===== src/spm_pkg.sv =====
// shared port pin mux constants, register map and types
package spm_pkg;

    // =========================================================
    // bus geometry
    localparam int unsigned SPM_ADDR_W  = 16;
    localparam int unsigned SPM_DATA_W  = 32;
    localparam int unsigned SPM_REG_W   = 16;
    localparam int unsigned SPM_IDX_W   = 14;

    // =========================================================
    // register indices, byte address is four times the index
    localparam logic [13:0] SPM_IDX_BUS_SEL   = 14'h1c10;
    localparam logic [13:0] SPM_IDX_SLEW      = 14'h1c16;
    localparam logic [13:0] SPM_IDX_INHIBIT_1 = 14'h1c17;
    localparam logic [13:0] SPM_IDX_INHIBIT_2 = 14'h1c18;
    localparam logic [13:0] SPM_IDX_INHIBIT_3 = 14'h1c19;
    localparam logic [13:0] SPM_IDX_STATUS    = 14'h1c1a;

    // =========================================================
    // field positions
    localparam int unsigned SPM_MODE_LSB        = 12;
    localparam int unsigned SPM_MODE_W          = 3;
    localparam int unsigned SPM_SLEW_CLOCK_OUTPUT_PIN_BIT = 0;
    localparam int unsigned SPM_SLEW_EXTERNAL_MEMORY_INTERFACE_BIT   = 1;
    localparam int unsigned SPM_ST_GRP_A_LSB    = 0;
    localparam int unsigned SPM_ST_GRP_B_LSB    = 4;
    localparam int unsigned SPM_ST_DEDICATED    = 8;
    localparam int unsigned SPM_ST_POWER_DOWN   = 9;

    // =========================================================
    // reset values
    localparam logic [2:0]  SPM_MODE_RESET    = 3'h0;
    localparam logic [15:0] SPM_SLEW_RESET    = 16'h0000;
    localparam logic [15:0] SPM_INHIBIT_RESET = 16'h0000;

    // =========================================================
    // shared-port route codes
    localparam logic [2:0] SPM_MODE_1    = 3'h1;
    localparam logic [2:0] SPM_MODE_2    = 3'h2;
    localparam logic [2:0] SPM_MODE_3    = 3'h3;
    localparam logic [2:0] SPM_MODE_4    = 3'h4;
    localparam logic [2:0] SPM_MODE_5    = 3'h5;
    localparam logic [2:0] SPM_MODE_6    = 3'h6;

    typedef enum logic [2:0] {
        SPM_FN_NONE,
        SPM_FN_AUDIO,
        SPM_FN_GPIO,
        SPM_FN_SPI,
        SPM_FN_UART
    } spm_func_type;

endpackage


===== src/spm_pin_mux.sv =====
// shared port pin mux: apb registers, pin routing, pull and slew control
//
// The APB slave port was decided locally.
`timescale 1ns/1ps
`default_nettype none

module spm_pin_mux
    import spm_pkg::*;
(
    input  wire logic        pclk,
    input  wire logic        presetn,
    input  wire logic        psel,
    input  wire logic        penable,
    input  wire logic        pwrite,
    input  wire logic [15:0] paddr,
    input  wire logic [31:0] pwdata,
    input  wire logic [3:0]  pstrb,
    output logic      [31:0] prdata,
    output logic             pready,
    output logic             pslverr,
    input  wire logic        core_power_down,
    input  wire logic [3:0]  audio2_out,
    input  wire logic [3:0]  audio2_oe,
    output logic      [3:0]  audio2_in,
    input  wire logic [3:0]  audio3_out,
    input  wire logic [3:0]  audio3_oe,
    output logic      [3:0]  audio3_in,
    input  wire logic [3:0]  uart_out,
    input  wire logic [3:0]  uart_oe,
    output logic      [3:0]  uart_in,
    input  wire logic [6:0]  spi_out,
    input  wire logic [6:0]  spi_oe,
    output logic      [6:0]  spi_in,
    input  wire logic [7:0]  gpio_shared_out,
    input  wire logic [7:0]  gpio_shared_oe,
    output logic      [7:0]  gpio_shared_in,
    input  wire logic [5:0]  gpio_line_out,
    input  wire logic [5:0]  gpio_line_oe,
    output logic      [5:0]  gpio_line_in,
    input  wire logic [7:0]  shared_pad_in,
    output logic      [7:0]  shared_pad_out,
    output logic      [7:0]  shared_pad_oe,
    input  wire logic [6:0]  spi_pad_in,
    output logic      [6:0]  spi_pad_out,
    output logic      [6:0]  spi_pad_oe,
    input  wire logic [5:0]  gpio_pad_in,
    output logic      [5:0]  gpio_pad_out,
    output logic      [5:0]  gpio_pad_oe,
    output logic      [15:0] pull_en_first,
    output logic      [15:0] pull_en_second,
    output logic      [15:0] pull_en_third,
    output logic             busholder_en,
    output logic             slow_slew_clock_output_pin,
    output logic             slow_slew_external_memory_interface
);

    // =========================================================
    // declarations
    localparam int unsigned SYNC_W = 22;

    logic [2:0]        route_mode_q;
    logic [15:0]       slew_q;
    logic [15:0]       inhibit1_q;
    logic [15:0]       inhibit2_q;
    logic [15:0]       inhibit3_q;
    logic [31:0]       prdata_q;
    logic [31:0]       rdata_d;
    logic              pready_q;
    logic              pslverr_q;
    logic              hit_d;
    logic [SYNC_W-1:0] sync1_q;
    logic [SYNC_W-1:0] sync2_q;
    logic [SYNC_W-1:0] raw_in;
    logic [7:0]        shared_in_s;
    logic [6:0]        spi_pad_in_s;
    logic [5:0]        gpio_pad_in_s;
    logic              power_down_s;
    logic              write_en;
    logic              setup_phase;
    logic [13:0]       reg_idx;
    logic [15:0]       wr_mask;
    spm_func_type      group_a_func;
    spm_func_type      group_b_func;
    logic              dedicated_en;
    logic [7:0]        shared_out_d;
    logic [7:0]        shared_oe_d;
    logic [15:0]       status_d;

    // =========================================================
    // apb access decode
    assign setup_phase = psel && !penable;
    assign write_en    = psel && penable && pready_q && pwrite && hit_d;
    assign reg_idx     = paddr[15:2];
    assign wr_mask     = {{8{pstrb[1]}}, {8{pstrb[0]}}};

    always_comb
    begin
        hit_d   = 1'b1;
        rdata_d = 32'h0000_0000;
        if (reg_idx == SPM_IDX_BUS_SEL)
            rdata_d[SPM_MODE_LSB +: SPM_MODE_W] = route_mode_q;
        else if (reg_idx == SPM_IDX_SLEW)
            rdata_d[15:0] = slew_q;
        else if (reg_idx == SPM_IDX_INHIBIT_1)
            rdata_d[15:0] = inhibit1_q;
        else if (reg_idx == SPM_IDX_INHIBIT_2)
            rdata_d[15:0] = inhibit2_q;
        else if (reg_idx == SPM_IDX_INHIBIT_3)
            rdata_d[15:0] = inhibit3_q;
        else if (reg_idx == SPM_IDX_STATUS)
            rdata_d[15:0] = status_d;
        else
            hit_d = 1'b0;
    end

    // one wait-free access phase: ready rises in the access cycle
    always_ff @(posedge pclk or negedge presetn)
    begin
        if (!presetn)
        begin
            pready_q  <= 1'b0;
            pslverr_q <= 1'b0;
            prdata_q  <= 32'h0000_0000;
        end
        else
        begin
            pready_q  <= setup_phase;
            pslverr_q <= setup_phase && !hit_d;
            prdata_q  <= (setup_phase && !pwrite) ? rdata_d : 32'h0000_0000;
        end
    end

    assign prdata  = prdata_q;
    assign pready  = pready_q;
    assign pslverr = pslverr_q;

    // =========================================================
    // registers written by software
    always_ff @(posedge pclk or negedge presetn)
    begin
        if (!presetn)
        begin
            route_mode_q <= SPM_MODE_RESET;
        end
        else if (write_en && reg_idx == SPM_IDX_BUS_SEL && pstrb[1])
        begin
            // only place that steers the routing
            route_mode_q <= pwdata[SPM_MODE_LSB +: SPM_MODE_W];
        end
    end

    always_ff @(posedge pclk or negedge presetn)
    begin
        if (!presetn)
        begin
            slew_q <= SPM_SLEW_RESET;
        end
        else if (write_en && reg_idx == SPM_IDX_SLEW)
            slew_q <= (slew_q & ~wr_mask) | (pwdata[15:0] & wr_mask);
    end

    always_ff @(posedge pclk or negedge presetn)
    begin
        if (!presetn)
        begin
            {inhibit1_q, inhibit2_q, inhibit3_q} <= {3{SPM_INHIBIT_RESET}};
        end
        else if (write_en)
        begin
            if (reg_idx == SPM_IDX_INHIBIT_1)
                inhibit1_q <= (inhibit1_q & ~wr_mask) | (pwdata[15:0] & wr_mask);
            if (reg_idx == SPM_IDX_INHIBIT_2)
                inhibit2_q <= (inhibit2_q & ~wr_mask) | (pwdata[15:0] & wr_mask);
            if (reg_idx == SPM_IDX_INHIBIT_3)
                inhibit3_q <= (inhibit3_q & ~wr_mask) | (pwdata[15:0] & wr_mask);
        end
    end

    // =========================================================
    // pad input synchronisers
    assign raw_in = {core_power_down, gpio_pad_in, spi_pad_in, shared_pad_in};

    always_ff @(posedge pclk or negedge presetn)
    begin
        if (!presetn)
        begin
            {sync1_q, sync2_q} <= '0;
        end
        else
        begin
            sync1_q <= raw_in;
            sync2_q <= sync1_q;
        end
    end

    assign shared_in_s   = sync2_q[7:0];
    assign spi_pad_in_s  = sync2_q[14:8];
    assign gpio_pad_in_s = sync2_q[20:15];
    assign power_down_s  = sync2_q[21];

    // =========================================================
    // route decode
    spm_route_decode u_decode (
        .route_mode   (route_mode_q),
        .group_a_func (group_a_func),
        .group_b_func (group_b_func),
        .dedicated_en (dedicated_en)
    );

    assign status_d = {6'h00, power_down_s, dedicated_en,
                       1'b0, 3'(group_b_func), 1'b0, 3'(group_a_func)};

    // =========================================================
    // shared pins, first group 0..3 and second group 4..7
    generate
        for (genvar i = 0; i < 4; i++)
        begin : g_shared
            always_comb
            begin
                shared_out_d[i] = 1'b0;
                shared_oe_d[i]  = 1'b0;
                case (group_a_func)
                    SPM_FN_AUDIO:
                    begin
                        shared_out_d[i] = audio2_out[i];
                        shared_oe_d[i]  = audio2_oe[i];
                    end
                    SPM_FN_GPIO:
                    begin
                        shared_out_d[i] = gpio_shared_out[i];
                        shared_oe_d[i]  = gpio_shared_oe[i];
                    end
                    SPM_FN_SPI:
                    begin
                        shared_out_d[i] = spi_out[i];
                        shared_oe_d[i]  = spi_oe[i];
                    end
                    default: shared_out_d[i] = 1'b0;
                endcase
                shared_out_d[i+4] = 1'b0;
                shared_oe_d[i+4]  = 1'b0;
                case (group_b_func)
                    SPM_FN_UART:
                    begin
                        shared_out_d[i+4] = uart_out[i];
                        shared_oe_d[i+4]  = uart_oe[i];
                    end
                    SPM_FN_GPIO:
                    begin
                        shared_out_d[i+4] = gpio_shared_out[i+4];
                        shared_oe_d[i+4]  = gpio_shared_oe[i+4];
                    end
                    SPM_FN_AUDIO:
                    begin
                        shared_out_d[i+4] = audio3_out[i];
                        shared_oe_d[i+4]  = audio3_oe[i];
                    end
                    default: shared_out_d[i+4] = 1'b0;
                endcase
            end

            always_ff @(posedge pclk or negedge presetn)
            begin
                if (!presetn)
                begin
                    {audio2_in[i], audio3_in[i], uart_in[i], spi_in[i]} <= 4'h0;
                end
                else
                begin
                    audio2_in[i] <= (group_a_func == SPM_FN_AUDIO) && shared_in_s[i];
                    uart_in[i]   <= (group_b_func == SPM_FN_UART) && shared_in_s[i+4];
                    audio3_in[i] <= (group_b_func == SPM_FN_AUDIO) && shared_in_s[i+4];
                    // first four spi lines come from either pin set
                    spi_in[i]    <= ((group_a_func == SPM_FN_SPI) && shared_in_s[i])
                                 || (dedicated_en && spi_pad_in_s[i]);
                end
            end
        end
    endgenerate

    always_ff @(posedge pclk or negedge presetn)
    begin
        if (!presetn)
        begin
            {shared_pad_out, shared_pad_oe, gpio_shared_in} <= 24'h000000;
        end
        else
        begin
            shared_pad_out <= shared_out_d;
            shared_pad_oe  <= shared_oe_d;
            gpio_shared_in[3:0] <= (group_a_func == SPM_FN_GPIO) ? shared_in_s[3:0] : 4'h0;
            gpio_shared_in[7:4] <= (group_b_func == SPM_FN_GPIO) ? shared_in_s[7:4] : 4'h0;
        end
    end

    // =========================================================
    // dedicated spi and gpio pins
    always_ff @(posedge pclk or negedge presetn)
    begin
        if (!presetn)
        begin
            {spi_pad_out, spi_pad_oe, spi_in[6:4]} <= 17'h00000;
            {gpio_pad_out, gpio_pad_oe, gpio_line_in} <= 18'h00000;
        end
        else
        begin
            spi_pad_out  <= dedicated_en ? spi_out : 7'h00;
            spi_pad_oe   <= dedicated_en ? spi_oe : 7'h00;
            spi_in[6:4]  <= dedicated_en ? spi_pad_in_s[6:4] : 3'h0;
            gpio_pad_out <= dedicated_en ? gpio_line_out : 6'h00;
            gpio_pad_oe  <= dedicated_en ? gpio_line_oe : 6'h00;
            gpio_line_in <= dedicated_en ? gpio_pad_in_s : 6'h00;
        end
    end

    // =========================================================
    // pull resistors, busholder and slew
    always_ff @(posedge pclk or negedge presetn)
    begin
        if (!presetn)
        begin
            {pull_en_first, pull_en_second, pull_en_third} <= 48'h0;
            busholder_en   <= 1'b0;
        end
        else
        begin
            pull_en_first  <= power_down_s ? 16'h0000 : ~inhibit1_q;
            pull_en_second <= power_down_s ? 16'h0000 : ~inhibit2_q;
            pull_en_third  <= power_down_s ? 16'h0000 : ~inhibit3_q;
            busholder_en   <= power_down_s;
        end
    end

    always_ff @(posedge pclk or negedge presetn)
    begin
        if (!presetn)
        begin
            {slow_slew_clock_output_pin, slow_slew_external_memory_interface} <= 2'b00;
        end
        else
        begin
            // edge rate only; drive strength is untouched
            slow_slew_clock_output_pin          <= slew_q[SPM_SLEW_CLOCK_OUTPUT_PIN_BIT];
            slow_slew_external_memory_interface <= slew_q[SPM_SLEW_EXTERNAL_MEMORY_INTERFACE_BIT];
        end
    end

endmodule

`default_nettype wire


===== src/spm_route_decode.sv =====
// decode of the shared-port route field into pin group functions
`timescale 1ns/1ps
`default_nettype none

module spm_route_decode
    import spm_pkg::*;
(
    input  wire logic [2:0] route_mode,
    output var spm_func_type group_a_func,
    output var spm_func_type group_b_func,
    output logic            dedicated_en
);

    always_comb
    begin
        group_a_func = SPM_FN_NONE;
        group_b_func = SPM_FN_NONE;
        dedicated_en = 1'b0;
        case (route_mode)
            SPM_MODE_1:
            begin
                group_a_func = SPM_FN_AUDIO;
                group_b_func = SPM_FN_UART;
                dedicated_en = 1'b1;
            end
            SPM_MODE_2:
            begin
                group_a_func = SPM_FN_GPIO;
                group_b_func = SPM_FN_GPIO;
            end
            SPM_MODE_3:
            begin
                group_a_func = SPM_FN_SPI;
                group_b_func = SPM_FN_AUDIO;
            end
            SPM_MODE_4:
            begin
                group_a_func = SPM_FN_AUDIO;
                group_b_func = SPM_FN_UART;
            end
            SPM_MODE_5:
            begin
                group_a_func = SPM_FN_SPI;
                group_b_func = SPM_FN_UART;
            end
            SPM_MODE_6:
            begin
                group_a_func = SPM_FN_AUDIO;
                group_b_func = SPM_FN_AUDIO;
                dedicated_en = 1'b1;
            end
            default:
            begin
                dedicated_en = 1'b0;
            end
        endcase
    end

endmodule

`default_nettype wire


===== config.mk =====
export PLATFORM = sky130hd
export DESIGN_NAME = spm_pin_mux
export DESIGN_NICKNAME = d
export VERILOG_FILES = /design/src/spm_pkg.sv /design/src/spm_pin_mux.sv /design/src/spm_route_decode.sv
export SDC_FILE = /design/constraint.sdc
export NUM_CORES = 1
export LEC_CHECK = 0
export BUFFER_PORTS_ARGS = -buffer_cell sky130_fd_sc_hd__buf_2
export CORE_ASPECT_RATIO = 2
export CORE_UTILIZATION = 29
export DETAILED_ROUTE_END_ITERATION = 12
export SLEW_MARGIN = 25
export SYNTH_ARGS = -nofsm -noshare
export SYNTH_HDL_FRONTEND = slang
export SYNTH_SLANG_ARGS = --single-unit

===== constraint.sdc =====
create_clock -name pclk -period 5.2 [get_ports pclk]
set_input_delay 0.52 -clock pclk [delete_from_list [all_inputs] [get_ports pclk]]
set_output_delay 0.52 -clock pclk [all_outputs]
set_load 0.05 [all_outputs]

==> flow_metrics.env <==
export IMPL_status="finished clean"
export IMPL_finalHoldViolations=0
export IMPL_regToRegEndpoint="prdata[8]$_DFF_PN0_"
export IMPL_ant_nets=0
export IMPL_async_flop_share_pct=100
export IMPL_vias=6547
export IMPL_met3_length_mm=1.27
export IMPL_max_slew_worst_pin_slew_ns=0.949
export IMPL_crit_slowest_cell="dfrtp_1"
export IMPL_fill_cells=3138
export IMPL_cap_violations=0
export IMPL_hold_slack_ns=0.0973
export IMPL_critPathMaxFanout=24
export IMPL_synthFlopType="dfrtp_1"
export IMPL_synth_edf_count=0
export IMPL_clk_latency_ns=0.53
export IMPL_rows=93
export IMPL_fin_cells=1414
export IMPL_cts_tree="built"
export IMPL_ys_seq_area_share_pct=67.2
export IMPL_overflow=0
export IMPL_grt_pass1_vias=6592
export IMPL_post_cts_resized=0
export IMPL_syn_mean_instance_area_um2=13.6
export IMPL_critPathCaptureType="register"
export IMPL_synth_area_um2=9500
export IMPL_grt_max_degree=137
export IMPL_leakagePower_nw=6.23
export IMPL_clk_pin_slew_ns=0.07
export IMPL_ys_seq_elements=255
export IMPL_drtIter0Drc=414
export IMPL_top_layer_used="met5"
export IMPL_dp_cells=1368
export IMPL_place_hpwl_mm=19.1
export IMPL_dieArea_um2=33500
export IMPL_cts_made_buffers=24
export IMPL_hold_class="input port to register"
export IMPL_clockRootBuffer="clkbuf_16"
export IMPL_area_growth_pct=27.4
export IMPL_clock_path_buffers=3
export IMPL_cpPeakStageDelay_ns=0.76
export IMPL_port_buffers=268
export IMPL_setup_tns_ns=0
export IMPL_fin_crit_sh_pct=50.0
export IMPL_path_common_cell="buf_4"
export IMPL_drive_above_1_share_pct=41.6
export IMPL_ys_warn_count=0
export IMPL_start_util_pct=29.5
export IMPL_vdd_ir_drop_worst_mv=0.223
export IMPL_post_route_min_period_ns=2.60
export IMPL_firstDrtPassIters=5
export IMPL_diodes=0
export IMPL_post_route_drc_count=0
export IMPL_ios=305
export IMPL_crit_chain="buf_4 -> and3b_1 -> a21oi_4 -> buf_4 -> a211o_1 -> a221oi_1"
export IMPL_core_area_um2=32200
export IMPL_cp_start_kind="register"
export IMPL_grt_pass1_wl_mm=39.6
export IMPL_skew_ns=0.0159
export IMPL_synth_top_area_share_pct=67.2
export IMPL_rsz0062_at_grt="no"
export IMPL_ys_types=53
export IMPL_cts_sinks=255
export IMPL_wl_per_cell_um=19.0
export IMPL_reg2reg_slack_ns=2.60
export IMPL_reg2reg_depth=6
export IMPL_nets=1114
export IMPL_gp_congestion=0.767
export IMPL_grt_usage_pct=16.0
export IMPL_cp_required_ns=5.57
export IMPL_wl_met1_mm=9.59
export IMPL_fp_dieH_um=258
export IMPL_yosysTopAreaCell="dfrtp_1"
export IMPL_crit_end="prdata[8]$_DFF_PN0_"
export IMPL_antenna_found_initial=2
export IMPL_crit_type="register to register"
export IMPL_finalMaxSlewViolations=0
export IMPL_critPathArrivalTime_ns=2.97
export IMPL_reg2reg_from="route_mode_q[0]$_DFFE_PN0P_"
export IMPL_htree_levels=1
export IMPL_die_x_um=130
export IMPL_wl_met2_mm=15.0
export IMPL_routed_via_density=4.63
export IMPL_fmaxAchievable_ghz=0.385
export IMPL_finalWirelength_mm=26.8
export IMPL_crit_path_start="route_mode_q[0]$_DFFE_PN0P_"
export IMPL_relSlewSlack_pct=36.5
export IMPL_synthCells=698
export IMPL_synthTopCellsByArea="dfrtp_1 (67%), mux2_2 (8.5%), nor2b_1 (2.8%)"
export IMPL_setup_viol=0
export IMPL_power_density_nw_per_um2=335
export IMPL_min_from="shared_pad_in[2]"
[how the worst min path moves through the flow]
stage,to,slack (ns),cells past startpoint
3_3_place_gp,sync2_q[19]$_DFF_PN0_,0.33,0
4_1_cts,sync1_q[2]$_DFF_PN0_,0.07,1
5_1_grt,sync1_q[2]$_DFF_PN0_,0.08,1
2_1_floorplan,asynchronous set/reset pin,0.22,0
6_report,sync1_q[2]$_DFF_PN0_,0.1,1
3_5_place_dp,sync2_q[11]$_DFF_PN0_,0.33,0
[cell type report]
class	instances	area, um2	area share [%]
clock buffer	34	679	5.61
clock inverter	10	95.1	0.785
inverter	9	33.8	0.279
multi-input combinational	397	2890	23.9
sequential	255	6380	52.7
tap	427	534	4.41
timing repair buffer	282	1490	12.3
[logic make-up after synthesis]
| group | Yosys count | share of synthesized area (%) |
|---|---|---|
| other | 1 | 0.0395 |
| XOR/XNOR | 2 | 0.184 |
| AND/OR/NAND/NOR | 185 | 11.4 |
| AO/OA/AOI/OAI | 111 | 8.38 |
| adder cells (fa/ha/maj) | 1 | 0.105 |
| multiplexers | 82 | 9.61 |
| flip-flops | 255 | 67.2 |
| buffers and inverters | 61 | 3.17 |
[synthesized netlist by cell type (4+ instances only)]
cell,n
a21oi_1,21
a221oi_1,17
mux2_2,72
clkbuf_1,24
nor3_1,5
nor3_4,8
o21ai_0,18
or2_2,6
mux2i_1,8
dfrtp_1,255
and3_1,5
nand2_1,16
o22ai_1,5
and2_1,13
nor2_1,64
nand2b_1,5
buf_1,4
nor2b_1,43
a22oi_1,17
a22o_1,10
a32oi_1,5
a221o_1,6
inv_1,9
buf_2,7
buf_4,17
[where the power goes]
group          switching, mW  internal (mW)  total (mW)  leakage, nW
Sequential            0.0114           2.02        2.03         3.35
Clock                  0.764          0.972        1.74        0.374
Combinational          0.216         0.0786       0.294         2.51
[timing repair]
item / CTS / global route
hold endpoints to repair: 0 / 57
hold buffers: 0 / 1
setup buffers: 0 / 0
[critical path, delay by kind of cell, from the launching register on]
family	cells	cell delay [ns]
compound gates	3	0.60
flops	1	0.76
buf+inv	2	0.75
simple gates	1	0.31
[cells in the final DEF (no fill, tap or decap), drive strengths merged, types with 8 or more instances in the layout]
master  instances
a21oi          21
a221oi         17
a22o           10
a22oi          17
and2           13
buf           281
clkbuf         34
conb           16
dfrtp         255
inv            11
mux2           74
mux2i           8
nand2          17
nor2           64
nor2b          43
nor3           13
o21ai          18
or2             8
[routing by layer]
| metal | global-route usage [%] | vias up |
|---|---|---|
| li1 | - | 2933 |
| met1 | 17.3 | 3325 |
| met2 | 30.1 | 233 |
| met3 | 2.59 | 52 |
| met4 | 6.75 | 4 |
| met5 | 0 | - |
[per-stage QoR]
stage / setup slack, ns / cell area [um2] / power [mW] / utilization, %
2_1_floorplan: 3.21 / 9560 / 2.23 / -
6_report: 2.60 / 12100 / 4.06 / 37.6
3_3_place_gp: 2.22 / 11300 / 2.36 / 35.0
4_1_cts: 2.48 / 12100 / 4.13 / 37.4
5_1_grt: 2.36 / 12100 / 4.21 / 37.6
3_5_place_dp: 2.21 / 11300 / 2.36 / 35.0
Power figures use the tool's default switching activity.
